### src/pkg/host_pkg.sv
package host_pkg;
	localparam int CLK_HZ = 200_000_000;
	localparam int CLK_KHZ = CLK_HZ / 1000;

	// control characters on the link
	localparam logic [7:0] CH_STX = 8'h02;
	localparam logic [7:0] CH_ETX = 8'h03;
	localparam logic [7:0] CH_ACK = 8'h06;
	localparam logic [7:0] CH_DLE = 8'h10;
	localparam logic [7:0] CH_NAK = 8'h15;
	localparam logic [7:0] CMD_WORD = 8'h01;
	localparam logic [7:0] CMD_BIT = 8'h02;

	// panel memory limits
	localparam logic [15:0] WORD_LIM = 16'h0200;
	localparam logic [15:0] BIT_LIM = 16'h1000;

	// line rates and their bit times in cycles
	localparam int DIV_W = 16;
	localparam logic [DIV_W-1:0] DIV_9600 = DIV_W'(CLK_HZ / 9600);
	localparam logic [DIV_W-1:0] DIV_19200 = DIV_W'(CLK_HZ / 19200);
	localparam logic [DIV_W-1:0] DIV_38400 = DIV_W'(CLK_HZ / 38400);
	localparam logic [DIV_W-1:0] DIV_57600 = DIV_W'(CLK_HZ / 57600);
	localparam logic [DIV_W-1:0] DIV_115200 = DIV_W'(CLK_HZ / 115200);

	// times in ms and their cycle counts
	localparam int UNIT_MS = 10;
	localparam int UNIT_CYC = CLK_KHZ * UNIT_MS;
	localparam int REPLY_MS = 100;
	localparam int REPLY_CYC = CLK_KHZ * REPLY_MS;
	localparam int BACKOFF_MS = 20;
	localparam int BACKOFF_CYC = CLK_KHZ * BACKOFF_MS;
	localparam logic [9:0] GAP_MAX = 10'd999;
	localparam logic [3:0] MAX_TRIES = 4'd8;

	// register offsets
	localparam logic [3:0] REG_CTRL = 4'h0;
	localparam logic [3:0] REG_ADDR = 4'h1;
	localparam logic [3:0] REG_DATA0 = 4'h2;
	localparam logic [3:0] REG_DATA1 = 4'h3;
	localparam logic [3:0] REG_CFG = 4'h4;
	localparam logic [3:0] REG_GAP = 4'h5;
	localparam logic [3:0] REG_STAT = 4'h6;
	localparam logic [3:0] REG_RXADDR = 4'h7;
	localparam logic [3:0] REG_RXD0 = 4'h8;
	localparam logic [3:0] REG_RXD1 = 4'h9;
	localparam logic [3:0] REG_RXINFO = 4'hA;

	// field positions
	localparam int CTRL_GO = 0;
	localparam int CTRL_BITW = 1;
	localparam int CTRL_DBL = 2;
	localparam int CTRL_PANEL = 3;
	localparam int CFG_BAUD = 0;
	localparam int CFG_PAR = 3;
	localparam int CFG_SEVEN = 5;
	localparam int CFG_TWO = 6;
	localparam int ST_BUSY = 0;
	localparam int ST_DONE = 1;
	localparam int ST_FAIL = 2;
	localparam int ST_RXNEW = 3;
	localparam int ST_RXBAD = 4;

	// reset values: 9600 baud, odd parity, 8 data, 1 stop, no gap
	localparam logic [6:0] CFG_RST = 7'h08;
	localparam logic [1:0] PAR_NONE = 2'h0;
	localparam logic [1:0] PAR_ODD = 2'h1;

	typedef enum logic [3:0] {
		S_IDLE = 4'h0,
		S_GAP = 4'h1,
		S_WREPLY = 4'h3,
		S_BODY = 4'h2,
		S_WFINAL = 4'h6,
		S_BACKOFF = 4'h7,
		S_RACK = 4'h5,
		S_RBODY = 4'h4,
		S_RREPLY = 4'hC
	} state_t;
endpackage

### src/hdl/host_link.sv
`timescale 1ns/1ps
// Overview of operation
// - host software keeps every panel word current
// - panel sends touch data; host writes back
// - panel priority: panel wins, host waits
// - host priority: host wins, panel waits
// - double word uses two words, even address
// - STX opens; answer ACK ready, NAK busy (the host only ever answers ACK; when busy it sends no NAK)
// - after frame, ACK good, NAK bad
// - on NAK, wait and repeat sequence
// - word frame: 01, addr, count, data, trailer
// - no read command; writes only
// - data byte 10 hex sent twice
// - check byte XORs all bytes, DLE, ETX
// - parity, 7/8 data, 1/2 stop selectable
module host_link #(
	parameter int UNIT_CYC = host_pkg::UNIT_CYC,
	parameter int REPLY_CYC = host_pkg::REPLY_CYC,
	parameter int BACKOFF_CYC = host_pkg::BACKOFF_CYC,
	// a nonzero shift shortens every bit time, for quick runs
	parameter int DIV_SHIFT = 0
) (
	// clock and reset
	input  wire logic        clk,
	input  wire logic        nrst,
	// register port
	input  wire logic [3:0]  addr,
	input  wire logic [15:0] wdata,
	input  wire logic        wr,
	input  wire logic        rd,
	output logic      [15:0] rdata,
	// serial link
	output logic             txd,
	output logic             txd_oe,
	input  wire logic        rxd
);
	import host_pkg::*;

	state_t           st_r;
	logic [31:0]      tmr_r;
	logic [9:0]       units_r;
	logic [3:0]       idx_r;
	logic             dup_r;
	logic [7:0]       bcc_r;
	logic [3:0]       tries_r;
	logic             go_r;
	logic [7:0]       txb_r;
	logic             ev_done_r;
	logic             ev_fail_r;
	logic             ev_rxok_r;
	logic             ev_rxbad_r;
	logic             rdle_r;
	logic             retx_r;
	logic             rerr_r;
	logic [7:0]       rbcc_r;
	logic             rok_r;
	logic [3:0]       ridx_r;
	logic             panel_r;
	logic             bitw_r;
	logic             dbl_r;
	logic [15:0]      addr_r;
	logic [15:0]      d0_r;
	logic [15:0]      d1_r;
	logic [6:0]       cfg_r;
	logic [9:0]       gap_r;
	logic             pend_r;
	logic             done_r;
	logic             fail_r;
	logic             rxnew_r;
	logic             rxbad_r;
	logic [7:0]       rx_cmd_r;
	logic [15:0]      rx_addr_r;
	logic [7:0]       rx_cnt_r;
	logic [15:0]      rx_d0_r;
	logic [15:0]      rx_d1_r;
	logic [DIV_W-1:0] div;
	logic             tx_busy;
	logic             rx_valid;
	logic [7:0]       rx_byte;
	logic             rx_bad;
	logic             rx_busy;
	logic             tx_rdy;
	logic             rx_ok;
	logic             rx_stx;
	logic             rx_ack;
	logic             rx_nak;
	logic             reply_tmo;
	logic             give_up;
	logic             rx_store;
	logic [7:0]       n_data;
	logic [3:0]       dend;
	logic [7:0]       cur_b;
	logic             esc;
	logic             go_wr;
	logic             go_bad;

	serial_char #(
		.DIV_W    (DIV_W)
	) u_char (
		.clk      (clk),
		.nrst     (nrst),
		.div      (div),
		.seven    (cfg_r[CFG_SEVEN]),
		.par      (cfg_r[CFG_PAR+:2]),
		.two_stop (cfg_r[CFG_TWO]),
		.tx_go    (go_r),
		.tx_byte  (txb_r),
		.tx_busy  (tx_busy),
		.txd      (txd),
		.txd_oe   (txd_oe),
		.rxd      (rxd),
		.rx_valid (rx_valid),
		.rx_byte  (rx_byte),
		.rx_bad   (rx_bad),
		.rx_busy  (rx_busy)
	);

	always_comb
	begin
		unique case (cfg_r[CFG_BAUD+:3])
			3'h1: div = DIV_19200 >> DIV_SHIFT;
			3'h2: div = DIV_38400 >> DIV_SHIFT;
			3'h3: div = DIV_57600 >> DIV_SHIFT;
			3'h4: div = DIV_115200 >> DIV_SHIFT;
			default: div = DIV_9600 >> DIV_SHIFT;
		endcase
	end

	// busy goes high the cycle after go, so go itself blocks a second byte
	assign tx_rdy = !tx_busy && !go_r;
	assign rx_ok = rx_valid && !rx_bad;
	assign rx_stx = rx_ok && rx_byte == CH_STX;
	assign rx_ack = rx_ok && rx_byte == CH_ACK;
	assign rx_nak = rx_valid && !rx_ack;
	assign reply_tmo = tmr_r == 32'(REPLY_CYC - 1);
	assign give_up = tries_r == MAX_TRIES - 4'd1;

	// outgoing frame laid out by byte index
	always_comb
	begin
		n_data = dbl_r ? 8'd4 : (bitw_r ? 8'd1 : 8'd2);
		dend = 4'd4 + n_data[3:0];
		cur_b = bcc_r;
		unique case (idx_r)
			4'd0: cur_b = bitw_r ? CMD_BIT : CMD_WORD;
			4'd1: cur_b = addr_r[7:0];
			4'd2: cur_b = addr_r[15:8];
			4'd3: cur_b = n_data;
			4'd4: cur_b = bitw_r ? {7'd0, d0_r[0]} : d0_r[7:0];
			4'd5: cur_b = d0_r[15:8];
			4'd6: cur_b = d1_r[7:0];
			4'd7: cur_b = d1_r[15:8];
			default: cur_b = bcc_r;
		endcase
		if (idx_r == dend)
			cur_b = CH_DLE;
		else if (idx_r == dend + 4'd1)
			cur_b = CH_ETX;
		else if (idx_r == dend + 4'd2)
			cur_b = bcc_r;
		esc = idx_r < dend && cur_b == CH_DLE;
	end

	always_ff @(posedge clk or negedge nrst)
	begin
		if (!nrst)
		begin
			st_r <= S_IDLE;
			tmr_r <= 32'd0;
			units_r <= 10'd0;
			idx_r <= 4'd0;
			dup_r <= 1'b0;
			bcc_r <= 8'h00;
			tries_r <= 4'd0;
			go_r <= 1'b0;
			txb_r <= 8'h00;
			ev_done_r <= 1'b0;
			ev_fail_r <= 1'b0;
			ev_rxok_r <= 1'b0;
			ev_rxbad_r <= 1'b0;
			rdle_r <= 1'b0;
			retx_r <= 1'b0;
			rerr_r <= 1'b0;
			rbcc_r <= 8'h00;
			rok_r <= 1'b0;
		end
		else
		begin
			go_r <= 1'b0;
			ev_done_r <= 1'b0;
			ev_fail_r <= 1'b0;
			ev_rxok_r <= 1'b0;
			ev_rxbad_r <= 1'b0;
			tmr_r <= tmr_r + 32'd1;
			unique case (st_r)
				S_IDLE:
				begin
					tmr_r <= 32'd0;
					units_r <= 10'd0;
					if (rx_stx)
						st_r <= S_RACK;
					else if (pend_r && !rx_busy)
						st_r <= S_GAP;
				end
				S_GAP:
				begin
					if (rx_stx)
						st_r <= S_RACK;
					else if (units_r >= gap_r && !rx_busy)
					begin
						go_r <= 1'b1;
						txb_r <= CH_STX;
						tmr_r <= 32'd0;
						st_r <= S_WREPLY;
					end
					else if (tmr_r == 32'(UNIT_CYC - 1))
					begin
						tmr_r <= 32'd0;
						units_r <= units_r + 10'd1;
					end
				end
				S_WREPLY:
				begin
					if (rx_ack)
					begin
						idx_r <= 4'd0;
						dup_r <= 1'b0;
						bcc_r <= 8'h00;
						st_r <= S_BODY;
					end
					else if (rx_stx && panel_r)
						st_r <= S_RACK;
					// in host priority a crossing STX is ignored
					else if ((rx_nak && !rx_stx) || reply_tmo)
					begin
						tmr_r <= 32'd0;
						tries_r <= give_up ? 4'd0 : tries_r + 4'd1;
						ev_fail_r <= give_up;
						st_r <= give_up ? S_IDLE : S_BACKOFF;
					end
				end
				S_BODY:
				begin
					if (tx_rdy)
					begin
						go_r <= 1'b1;
						txb_r <= cur_b;
						bcc_r <= bcc_r ^ cur_b;
						if (esc && !dup_r)
							dup_r <= 1'b1;
						else
						begin
							dup_r <= 1'b0;
							idx_r <= idx_r + 4'd1;
							if (idx_r == dend + 4'd2)
							begin
								tmr_r <= 32'd0;
								st_r <= S_WFINAL;
							end
						end
					end
				end
				S_WFINAL:
				begin
					if (rx_ack)
					begin
						tries_r <= 4'd0;
						ev_done_r <= 1'b1;
						st_r <= S_IDLE;
					end
					else if (rx_valid || reply_tmo)
					begin
						tmr_r <= 32'd0;
						tries_r <= give_up ? 4'd0 : tries_r + 4'd1;
						ev_fail_r <= give_up;
						st_r <= give_up ? S_IDLE : S_BACKOFF;
					end
				end
				S_BACKOFF:
				begin
					if (rx_stx)
						st_r <= S_RACK;
					else if (tmr_r == 32'(BACKOFF_CYC - 1))
					begin
						tmr_r <= 32'd0;
						units_r <= 10'd0;
						st_r <= S_GAP;
					end
				end
				S_RACK:
				begin
					tmr_r <= 32'd0;
					rdle_r <= 1'b0;
					retx_r <= 1'b0;
					rerr_r <= 1'b0;
					rbcc_r <= 8'h00;
					if (tx_rdy)
					begin
						go_r <= 1'b1;
						txb_r <= CH_ACK;
						st_r <= S_RBODY;
					end
				end
				S_RBODY:
				begin
					if (reply_tmo)
					begin
						ev_rxbad_r <= 1'b1;
						st_r <= S_IDLE;
					end
					else if (rx_valid)
					begin
						tmr_r <= 32'd0;
						rbcc_r <= rbcc_r ^ rx_byte;
						if (rx_bad)
							rerr_r <= 1'b1;
						if (retx_r)
						begin
							rok_r <= !rerr_r && !rx_bad
								&& rx_byte == rbcc_r
								&& (rx_cmd_r == CMD_WORD
								|| rx_cmd_r == CMD_BIT);
							st_r <= S_RREPLY;
						end
						else if (rdle_r)
						begin
							rdle_r <= 1'b0;
							if (rx_byte == CH_ETX)
								retx_r <= 1'b1;
							else if (rx_byte != CH_DLE)
								rerr_r <= 1'b1;
						end
						else if (rx_byte == CH_DLE)
							rdle_r <= 1'b1;
					end
				end
				S_RREPLY:
				begin
					if (tx_rdy)
					begin
						go_r <= 1'b1;
						txb_r <= rok_r ? CH_ACK : CH_NAK;
						ev_rxok_r <= rok_r;
						ev_rxbad_r <= !rok_r;
						st_r <= S_IDLE;
					end
				end
				default: st_r <= S_IDLE;
			endcase
		end
	end

	// a doubled DLE stores once; a lone DLE only opens the trailer
	assign rx_store = st_r == S_RBODY && rx_valid && !retx_r && !reply_tmo
		&& (rdle_r ? rx_byte == CH_DLE : rx_byte != CH_DLE);

	always_ff @(posedge clk or negedge nrst)
	begin
		if (!nrst)
		begin
			ridx_r <= 4'd0;
			rx_cmd_r <= 8'h00;
			rx_addr_r <= 16'h0000;
			rx_cnt_r <= 8'h00;
			rx_d0_r <= 16'h0000;
			rx_d1_r <= 16'h0000;
		end
		else if (st_r == S_RACK)
			ridx_r <= 4'd0;
		else if (rx_store)
		begin
			if (ridx_r != 4'hF)
				ridx_r <= ridx_r + 4'd1;
			unique case (ridx_r)
				4'd0: rx_cmd_r <= rx_byte;
				4'd1: rx_addr_r[7:0] <= rx_byte;
				4'd2: rx_addr_r[15:8] <= rx_byte;
				4'd3: rx_cnt_r <= rx_byte;
				4'd4: rx_d0_r[7:0] <= rx_byte;
				4'd5: rx_d0_r[15:8] <= rx_byte;
				4'd6: rx_d1_r[7:0] <= rx_byte;
				4'd7: rx_d1_r[15:8] <= rx_byte;
				default: ;
			endcase
		end
	end

	// the host checks target addresses itself; only a bit write with DBL
	// also set still goes out with count 4, which the panel must refuse
	assign go_wr = wr && addr == REG_CTRL && wdata[CTRL_GO] && !pend_r;
	assign go_bad = wdata[CTRL_BITW] ? addr_r >= BIT_LIM
		: wdata[CTRL_DBL] ? (addr_r[0] || addr_r >= WORD_LIM - 16'd1)
		: addr_r >= WORD_LIM;

	always_ff @(posedge clk or negedge nrst)
	begin
		if (!nrst)
		begin
			panel_r <= 1'b0;
			bitw_r <= 1'b0;
			dbl_r <= 1'b0;
			addr_r <= 16'h0000;
			d0_r <= 16'h0000;
			d1_r <= 16'h0000;
			cfg_r <= CFG_RST;
			gap_r <= 10'd0;
		end
		else if (wr && !pend_r)
		begin
			unique case (addr)
				REG_CTRL:
				begin
					panel_r <= wdata[CTRL_PANEL];
					bitw_r <= wdata[CTRL_BITW];
					dbl_r <= wdata[CTRL_DBL];
				end
				REG_ADDR: addr_r <= wdata;
				REG_DATA0: d0_r <= wdata;
				REG_DATA1: d1_r <= wdata;
				REG_CFG: cfg_r <= wdata[6:0];
				REG_GAP: gap_r <= wdata > 16'(GAP_MAX) ? GAP_MAX
					: wdata[9:0];
				default: ;
			endcase
		end
	end

	// hardware events win over a software clear in the same cycle
	always_ff @(posedge clk or negedge nrst)
	begin
		if (!nrst)
		begin
			pend_r <= 1'b0;
			done_r <= 1'b0;
			fail_r <= 1'b0;
			rxnew_r <= 1'b0;
			rxbad_r <= 1'b0;
		end
		else
		begin
			if (go_wr && !go_bad)
				pend_r <= 1'b1;
			else if (ev_done_r || ev_fail_r)
				pend_r <= 1'b0;
			if (ev_done_r)
				done_r <= 1'b1;
			else if (wr && addr == REG_STAT && wdata[ST_DONE])
				done_r <= 1'b0;
			if (ev_fail_r || (go_wr && go_bad))
				fail_r <= 1'b1;
			else if (wr && addr == REG_STAT && wdata[ST_FAIL])
				fail_r <= 1'b0;
			if (ev_rxok_r)
				rxnew_r <= 1'b1;
			else if (wr && addr == REG_STAT && wdata[ST_RXNEW])
				rxnew_r <= 1'b0;
			if (ev_rxbad_r)
				rxbad_r <= 1'b1;
			else if (wr && addr == REG_STAT && wdata[ST_RXBAD])
				rxbad_r <= 1'b0;
		end
	end

	always_ff @(posedge clk or negedge nrst)
	begin
		if (!nrst)
			rdata <= 16'h0000;
		else if (!rd)
			rdata <= 16'h0000;
		else
		begin
			unique case (addr)
				REG_CTRL: rdata <= {12'h000, panel_r, dbl_r, bitw_r,
					pend_r};
				REG_ADDR: rdata <= addr_r;
				REG_DATA0: rdata <= d0_r;
				REG_DATA1: rdata <= d1_r;
				REG_CFG: rdata <= {9'h000, cfg_r};
				REG_GAP: rdata <= {6'h00, gap_r};
				REG_STAT: rdata <= {11'h000, rxbad_r, rxnew_r, fail_r,
					done_r, pend_r || st_r != S_IDLE};
				REG_RXADDR: rdata <= rx_addr_r;
				REG_RXD0: rdata <= rx_d0_r;
				REG_RXD1: rdata <= rx_d1_r;
				REG_RXINFO: rdata <= {rx_cnt_r, rx_cmd_r};
				default: rdata <= 16'h0000;
			endcase
		end
	end
endmodule

### src/hdl/serial_char.sv
`timescale 1ns/1ps
module serial_char #(
	parameter int DIV_W = 16
) (
	// clock and reset
	input  wire logic             clk,
	input  wire logic             nrst,
	// character format
	input  wire logic [DIV_W-1:0] div,
	input  wire logic             seven,
	input  wire logic [1:0]       par,
	input  wire logic             two_stop,
	// transmit
	input  wire logic             tx_go,
	input  wire logic [7:0]       tx_byte,
	output logic                  tx_busy,
	output logic                  txd,
	output logic                  txd_oe,
	// receive
	input  wire logic             rxd,
	output logic                  rx_valid,
	output logic [7:0]            rx_byte,
	output logic                  rx_bad,
	output logic                  rx_busy
);
	import host_pkg::*;

	logic [11:0]      tx_sh_r;
	logic [3:0]       tx_left_r;
	logic [DIV_W-1:0] tx_cnt_r;
	logic [7:0]       tx_d;
	logic [11:0]      tx_frame;
	logic [3:0]       tx_len;
	logic             rx_s1_r;
	logic             rx_s2_r;
	logic [DIV_W-1:0] rx_cnt_r;
	logic [3:0]       rx_pos_r;
	logic [11:0]      rx_v_r;
	logic             rx_fin_r;
	logic [3:0]       rx_last;
	logic [7:0]       rx_d;
	logic             rx_pb;

	always_comb
	begin
		tx_d = seven ? {1'b0, tx_byte[6:0]} : tx_byte;
		tx_frame = '1;
		tx_frame[0] = 1'b0;
		if (seven)
		begin
			tx_frame[7:1] = tx_d[6:0];
			if (par != PAR_NONE)
				tx_frame[8] = (par == PAR_ODD) ? ~^tx_d : ^tx_d;
		end
		else
		begin
			tx_frame[8:1] = tx_d;
			if (par != PAR_NONE)
				tx_frame[9] = (par == PAR_ODD) ? ~^tx_d : ^tx_d;
		end
		tx_len = 4'd10 - {3'd0, seven} + {3'd0, par != PAR_NONE}
			+ {3'd0, two_stop};
	end

	always_ff @(posedge clk or negedge nrst)
	begin
		if (!nrst)
		begin
			tx_sh_r <= '1;
			tx_left_r <= 4'h0;
			tx_cnt_r <= '0;
			txd <= 1'b1;
			tx_busy <= 1'b0;
			txd_oe <= 1'b0;
		end
		else if (tx_go && !tx_busy)
		begin
			tx_sh_r <= tx_frame;
			tx_left_r <= tx_len;
			tx_cnt_r <= div - 1'b1;
			txd <= tx_frame[0];
			tx_busy <= 1'b1;
			txd_oe <= 1'b1;
		end
		else if (tx_busy)
		begin
			if (tx_cnt_r != '0)
				tx_cnt_r <= tx_cnt_r - 1'b1;
			else
			begin
				tx_cnt_r <= div - 1'b1;
				tx_sh_r <= {1'b1, tx_sh_r[11:1]};
				txd <= tx_sh_r[1];
				tx_left_r <= tx_left_r - 4'd1;
				if (tx_left_r == 4'd1)
				begin
					tx_busy <= 1'b0;
					txd_oe <= 1'b0;
					txd <= 1'b1;
				end
			end
		end
	end

	// position of the first stop bit; a second stop bit is not checked
	assign rx_last = 4'd9 - {3'd0, seven} + {3'd0, par != PAR_NONE};

	always_ff @(posedge clk or negedge nrst)
	begin
		if (!nrst)
		begin
			rx_s1_r <= 1'b1;
			rx_s2_r <= 1'b1;
		end
		else
		begin
			rx_s1_r <= rxd;
			rx_s2_r <= rx_s1_r;
		end
	end

	always_ff @(posedge clk or negedge nrst)
	begin
		if (!nrst)
		begin
			rx_busy <= 1'b0;
			rx_cnt_r <= '0;
			rx_pos_r <= 4'h0;
			rx_v_r <= '0;
			rx_fin_r <= 1'b0;
		end
		else
		begin
			rx_fin_r <= 1'b0;
			if (!rx_busy)
			begin
				if (!rx_s2_r)
				begin
					rx_busy <= 1'b1;
					rx_cnt_r <= div >> 1;
					rx_pos_r <= 4'h0;
				end
			end
			else if (rx_cnt_r != '0)
				rx_cnt_r <= rx_cnt_r - 1'b1;
			else
			begin
				rx_cnt_r <= div - 1'b1;
				rx_v_r[rx_pos_r] <= rx_s2_r;
				rx_pos_r <= rx_pos_r + 4'd1;
				// a glitch that is high mid start bit is no character
				if (rx_pos_r == 4'h0 && rx_s2_r)
					rx_busy <= 1'b0;
				if (rx_pos_r == rx_last)
				begin
					rx_busy <= 1'b0;
					rx_fin_r <= 1'b1;
				end
			end
		end
	end

	always_comb
	begin
		rx_d = seven ? {1'b0, rx_v_r[7:1]} : rx_v_r[8:1];
		rx_pb = seven ? rx_v_r[8] : rx_v_r[9];
	end

	always_ff @(posedge clk or negedge nrst)
	begin
		if (!nrst)
		begin
			rx_valid <= 1'b0;
			rx_byte <= 8'h00;
			rx_bad <= 1'b0;
		end
		else
		begin
			rx_valid <= rx_fin_r;
			if (rx_fin_r)
			begin
				rx_byte <= rx_d;
				rx_bad <= !rx_v_r[rx_last] || (par != PAR_NONE
					&& ((^rx_d ^ rx_pb) != (par == PAR_ODD)));
			end
		end
	end
endmodule

### config.mk
export PLATFORM = sky130hd
export DESIGN_NAME = host_link
export DESIGN_NICKNAME = d
export VERILOG_FILES = /design/src/pkg/host_pkg.sv /design/src/hdl/host_link.sv /design/src/hdl/serial_char.sv
export SDC_FILE = /design/constraint.sdc
export NUM_CORES = 1
export LEC_CHECK = 0
export BUFFER_PORTS_ARGS = -buffer_cell sky130_fd_sc_hd__buf_2
export CAP_MARGIN = 30
export CORE_MARGIN = 4
export CORE_UTILIZATION = 50
export DETAILED_ROUTE_END_ITERATION = 10
export MAX_ROUTING_LAYER = met4
export PLACE_DENSITY_LB_ADDON = 0.08
export SLEW_MARGIN = 20
export SYNTH_ARGS = -nofsm -noshare
export SYNTH_HDL_FRONTEND = slang
export SYNTH_SLANG_ARGS = --single-unit
### constraint.sdc
create_clock -name clk -period 3.9 [get_ports clk]
set_input_delay 0.39 -clock clk [delete_from_list [all_inputs] [get_ports clk]]
set_output_delay 0.39 -clock clk [all_outputs]
set_load 0.01 [all_outputs]
## Word-level counts from Yosys, hierarchy flattened

Cells that the tools add are included.
W data, S select, Z words.

- Flip-flop bits (word level): 326
- Latch bits: 0
- Memory bits (writable): 0
- ROM bits: 0
- Bits of input ports: 25
- Output and inout port bits: 18
- Word-level logic and storage cells: 469
- Memories: 0

- Add/subtract/negate cells: 18
- $mul: 0
- Divide/modulo/power cells: 0
- Magnitude comparators: 9
- Equality and inequality tests: 85
- Shift-type cells: 0
- Multiplexer cells: 183
- Bitwise gates (word level): 6
- Reductions and logical operators: 111

Operator list:

| kind | count |
|---|---|
| $mux W32 | 15 |
| $pmux W32 S7 | 1 |
| $pmux W16 S11 | 1 |
| $mux W4 | 37 |
| $mux W8 | 16 |
| $mux W16 | 7 |
| $mux W1 | 73 |
| $eq A4 B3 Y1 const B | 17 |
| $pmux W8 S8 | 1 |
| $mux W10 | 6 |
| $pmux W15 S4 | 1 |
| $mux W12 | 3 |
| $ne A2 B2 Y1 const B | 18 |
| $pmux W4 S9 | 1 |
| $logic_and A1 B1 Y1 | 33 |
| $reduce_and A3 Y1 | 11 |
| $add A32 B1 Y32 const B | 1 |
| $eq A32 B21 Y1 const B | 1 |
| $eq A32 B22 Y1 const B | 1 |
| $eq A32 B25 Y1 const B | 1 |
| $eq A4 B2 Y1 const B | 8 |
| $pmux W8 S2 | 2 |
| $pmux W8 S4 | 1 |
| $reduce_bool A16 Y1 | 2 |
| 62 further kinds | 154 |

## Logic depth before layout (Yosys ltp)

- Depth in word-level cells: 14
- Depth in mapped cells: 13
- Depth with buffers taken out: 11

## Modules after synthesis

A second synthesis with hierarchy kept.

- Cells, all modules: 1759
- Area, all modules: 17753.3 µm²

Modules (own cells, without submodules):

| module | times used | cells each | area each (µm²) | seq. area each (µm²) |
|---|---|---|---|---|
| host_link | 1 | 1244 | 12957.4 | 6132.1 |
| serial_char | 1 | 515 | 4795.8 | 1941.9 |

## Least setup slack after synthesis

OpenSTA, ideal clock, no wires.

- Path type: register to register
- Start point: register dbl_r
- End point: register st_r[0]
- Setup time: 128 ps
- Data arrival time: 2796 ps
- Data required time: 3772 ps
- Setup slack: 976 ps
- Cell stages (with the launch flop): 12
- Buffers on the path: 1
- Clock period less this slack: 2924 ps
- Path through: dfrtp_1 -> nor2b_1 -> clkbuf_1 -> ha_1 -> nor2b_1 -> a31o_2 -> nor4b_1 -> o21ai_0 -> nand2_1 -> nand4_1 -> o21ai_2 -> mux2_1

- Longest elaborated chain between the ends: 12
- Elaborated cells on any way between the ends: 18
- Those cells by class: add/sub: 3; order compare: 1; eq/ne: 6; mux: 5; reduce/logical: 3

RTL lines:

| element | line | RTL |
|---|---|---|
| start: declaration | host_link.sv:60 | `logic dbl_r;` |
| start signal: assignment | host_link.sv:415 | `dbl_r <= wdata[CTRL_DBL];` |
| $mux W3 (*) | host_link.sv:141 | `n_data = dbl_r ? 8'd4 : (bitw_r ? 8'd1 : 8'd2);` |
| $add A3 B3 Y4 | host_link.sv:142 | `dend = 4'd4 + n_data[3:0];` |
| $add A4 B2 Y4 | host_link.sv:159, host_link.sv:255 |  |
| $eq A4 B4 Y1 | host_link.sv:159, host_link.sv:255 |  |
| $mux W8 | host_link.sv:159 | `else if (idx_r == dend + 4'd2)` |
| $mux W8 | host_link.sv:157 | `else if (idx_r == dend + 4'd1)` |
| $mux W8 | host_link.sv:155 | `if (idx_r == dend)` |
| $eq A8 B5 Y1 | host_link.sv:161 | `esc = idx_r < dend && cur_b == CH_DLE;` |
| $logic_and A1 B1 Y1 | host_link.sv:161 |  |
| $logic_and A1 B1 Y1 | host_link.sv:249 | `if (esc && !dup_r)` |
| $ne A2 B2 Y1 (no line) | -- |  |
| $reduce_and A12 Y1 (no line) (*) | -- |  |
| end signal: assignment | host_link.sv:239 | `st_r <= give_up ? S_IDLE : S_BACKOFF;` |
| end signal: assignment | host_link.sv:276 | `st_r <= give_up ? S_IDLE : S_BACKOFF;` |
| end: declaration | host_link.sv:39 | `state_t st_r;` |

Mark *: on every way between the ends. The rest lies on a longest branch, timed or not.
A chain may end at the register's enable or synchronous reset.

## Final worst setup path

- Start point: register dbl_r
- End point: register tmr_r[4]

- Longest elaborated chain between the ends: 13
- Elaborated cells on any way between the ends: 19
- Those cells by class: add/sub: 3; order compare: 1; eq/ne: 4; mux: 9; reduce/logical: 2

RTL lines:

| element | line | RTL |
|---|---|---|
| $mux W3 (*) | host_link.sv:141 |  |
| $add A3 B3 Y4 | host_link.sv:142 |  |
| $add A4 B2 Y4 | host_link.sv:159, host_link.sv:255 |  |
| $eq A4 B4 Y1 | host_link.sv:159, host_link.sv:255 |  |
| $mux W8 | host_link.sv:159 |  |
| $mux W8 | host_link.sv:157 |  |
| $mux W8 | host_link.sv:155 |  |
| $eq A8 B5 Y1 | host_link.sv:161 |  |
| $logic_and A1 B1 Y1 | host_link.sv:161 |  |
| $logic_and A1 B1 Y1 | host_link.sv:249 |  |
| $mux W32 (*) | host_link.sv:249 |  |
| $mux W32 (*) | host_link.sv:244 | `if (tx_rdy)` |
| $pmux W32 S7 (*) | host_link.sv:195 | `unique case (st_r)` |
| end signal: assignment | host_link.sv:194 | `tmr_r <= tmr_r + 32'd1;` |
| end: declaration | host_link.sv:40 | `logic [31:0] tmr_r;` |

Marked as above.

==> impl_metrics.ini <==
[clock_tree]
clockRootBuffer = clkbuf_16
clock_latency_ps = 550
clockBufferDepth = 3
path_clk_slew_ps = 60
postCtsSetupRepairBufs = 0
cts_tree = built
cts_htree_levels = 2
cts_buffers = 38
cts.sinks = 322

[final_layout]
regMostFlops = tmr_r
layout_commonest_cell = dfrtp_1
final_util_pct = 57.21
nets = 1844
syn_to_final_growth_pct = 12.16
nFillCells = 3005
largest_register_ff_count = 32
final_layout_size_suffix_gt1_share_pct = 18.40
antenna_cells = 0
final_cell_mix = dfrtp_1 (309), nand2_1 (184), nor2_1 (153), mux2_2 (134), o21ai_0 (95)
final_area_um2 = 19280

[grt]
grt_pass1_vias = 13600
grt_pass1_wl_um = 79430
grt_overflow = 0
antenna_found_initial = 3
grt_usage_pct = 27.03
grt_max_degree = 105

[worst_hold_path]
hold_path.class = in -> reg
hold_depth = 2
whs_endpoint = addr_r[14]$_DFFE_PN0P_
hold_start = wdata[14]

[setup_path]
cp.arrival_ps = 3920
start_kind = flip-flop
cp_max_fo = 31
slowest_stage = o221a_2
reg2reg_slack_ps = 440
worstReg2RegEnd = tmr_r[4]$_DFF_PN0_
critPathMaxStageDelay_ps = 660
endpoint_kind = flip-flop
critPathMostFrequentCell = nor2_1
critPathTopFamily = simple AND/OR/NAND/NOR gates
cp.depth = 11
crit_type = reg -> reg
cp.required_ps = 4360
path_cells = nor2_1 -> inv_1 -> ha_1 -> nor2b_1 -> a31o_2 -> nor4b_1 -> o21ai_0 -> nand2_1 -> nand4_1 -> o221a_2 -> nor2_1
worst-r2r-cell-count = 11
crit_buf_inv = 1
reg2reg_from = dbl_r$_DFFE_PN0P_

[drt]
route.detailed.drc = 0
vias_per_cell = 6.150
drtAntennaViolNets = 0
drt_iter0_drc = 1293
route.vias.total = 13850
finalWirelength_um = 49740
first_pass_iters = 5
wl_per_cell_um = 22.09

[synthesis]
synthXorXnorAreaFrac_pct = 4.586
post_synth.cell_area_avg_um2 = 9.947
async_flop_share_pct = 100.0
synth_fa_ha_area_share_pct = 3.043
synth-seq-cells = 322
synth_cells = 1728
yosysUniqueCellTypes = 86
synthMuxAreaShare_pct = 10.53
synth_compound_area_share_pct = 14.53
synth_top_area_cell = dfrtp_1
synth_top_family_by_area = simple AND/OR/NAND/NOR gates
synth_seq_area_share_pct = 46.97
synth_ff_type = dfrtp_1
synthesis.nets = 1794
synth_edf_count = 0
yosys-top-cells-area = dfrtp_1 (45%), mux2_2 (8.8%), nand2_1 (4.0%)
synth_area_um2 = 17190
synthSimpleGateAreaFrac_pct = 17.40
yosys_warnings = 0
synth_top_area_share_pct = 44.98

[floorplanning]
core.rowCount = 67
start_util_pct = 51.01
io_pins = 43
die_h_um = 193.4
dieArea_um2 = 37410
die_x_um = 193.4
core_area_um2 = 33700

[placement]
io_buffers = 42
dp_hpwl_um = 35390
gp_congestion = 0.9593
dpl_cell_area_um2 = 18030

[sta]
slew_violations = 0
finalHoldViolations = 0
skew_ps = 16.25
finalCritPeriodShare_pct = 88.80
period_needed_ps = 3463
fmax_ghz = 0.2888
setup_viol = 0
slew_headroom_pct = 32.46
tns_ps = 0
rsz0062_at_grt = no
worstMarginPinSlew_ps = 1013

[power]
p_total_w = 0.007282
peakVddDrop_mv = 0.2993
p_per_area_nw_per_um2 = 377.7
leakage_nw = 8.795

[outcome]
status = complete, no violations

[job]
drv_cap = 0
[power breakdown]
part	total, W	internal [W]	switching, W	leakage [nW]
combinational	0.000366	0.000135	0.000230	3.84
clock	0.00347	0.00204	0.00142	0.605
sequential	0.00345	0.00339	0.0000614	4.35
total	0.00728	0.00557	0.00172	8.80
[how the worst max path moves through the flow]
stage                                   from                       to  slack (ps)
6_report                   dbl_r$_DFFE_PN0P_       tmr_r[4]$_DFF_PN0_         440
5_1_grt        u_char.rx_byte[3]$_DFFE_PN0P_  rx_cnt_r[2]$_DFFE_PN0P_         120
4_1_cts                    dbl_r$_DFFE_PN0P_       tmr_r[4]$_DFF_PN0_         480
3_5_place_dp   u_char.rx_byte[3]$_DFFE_PN0P_  rx_cnt_r[7]$_DFFE_PN0P_         500
3_3_place_gp   u_char.rx_byte[3]$_DFFE_PN0P_  rx_cnt_r[5]$_DFFE_PN0P_         570
2_1_floorplan              dbl_r$_DFFE_PN0P_      st_r[0]$_DFFE_PN0P_         980
[worst reg2reg max path, cell delays in order (launching register included)]
cell and delay (ps):
dfrtp_1 480, nor2_1 270, inv_1 80, ha_1 340, nor2b_1 80, a31o_2 290
nor4b_1 330, o21ai_0 140, nand2_1 130, nand4_1 380, o221a_2 670, nor2_1 200
[cell type report]
class	instances	area [um^2]	share of cell area [%]
Clock buffer	57	1154	5.984
Clock inverter	9	70.07	0.3634
Inverter	51	191.4	0.9930
Multi-Input combinational cell	1276	8626	44.74
Sequential cell	322	8074	41.88
Tap cell	448	560.5	2.908
Timing Repair Buffer	89	603.1	3.128
[Yosys cell counts, types with 12 or more instances]
library cell / count
xor2_1: 39
o211ai_1: 14
ha_1: 41
a31oi_1: 31
o21ai_0: 95
nor2_1: 154
a211oi_1: 16
nand3_1: 48
nand4_1: 23
a21oi_1: 77
dfstp_2: 13
nor2b_1: 32
a22oi_1: 40
dfrtp_1: 309
nor3_1: 39
nand2_1: 184
clkbuf_1: 67
nor4_1: 20
mux2_2: 134
a221oi_1: 15
mux2i_1: 20
a222oi_1: 12
and3_1: 25
xnor2_1: 51
inv_1: 50
[layer usage]
metal / wire [um] / global-route usage [%]
met1: 22290 / 38.06
met2: 22720 / 40.82
met3: 3449 / 4.731
met4: 1279 / 7.343
met5: 0 / -
[through the flow]
step                      setup WS [ps]  std cells  hold slack [ps]
final                             436.8       2252            133.7
after global routing              117.2       2252            133.1
after CTS                         476.8       2252            116.6
after detailed placement          495.8       2184            347.2
after global placement            573.9       2184            345.9
after floorplan                   976.0       1728            94.41
[cell families after synthesis]
logic type | count (synthesis)
AOI/OAI and AO/OA | 381
xor gates and xnor gates | 90
adders and majority gates | 42
buffers and inverters | 130
DFF | 322
muxes | 162
and+or+nand+nor | 601
[timing repair]
action,CTS,global route
resized for setup,0,0
hold buffers,2,0
endpoints found under the hold margin,78,0
No activity file was read; power rests on OpenSTA's default activity.
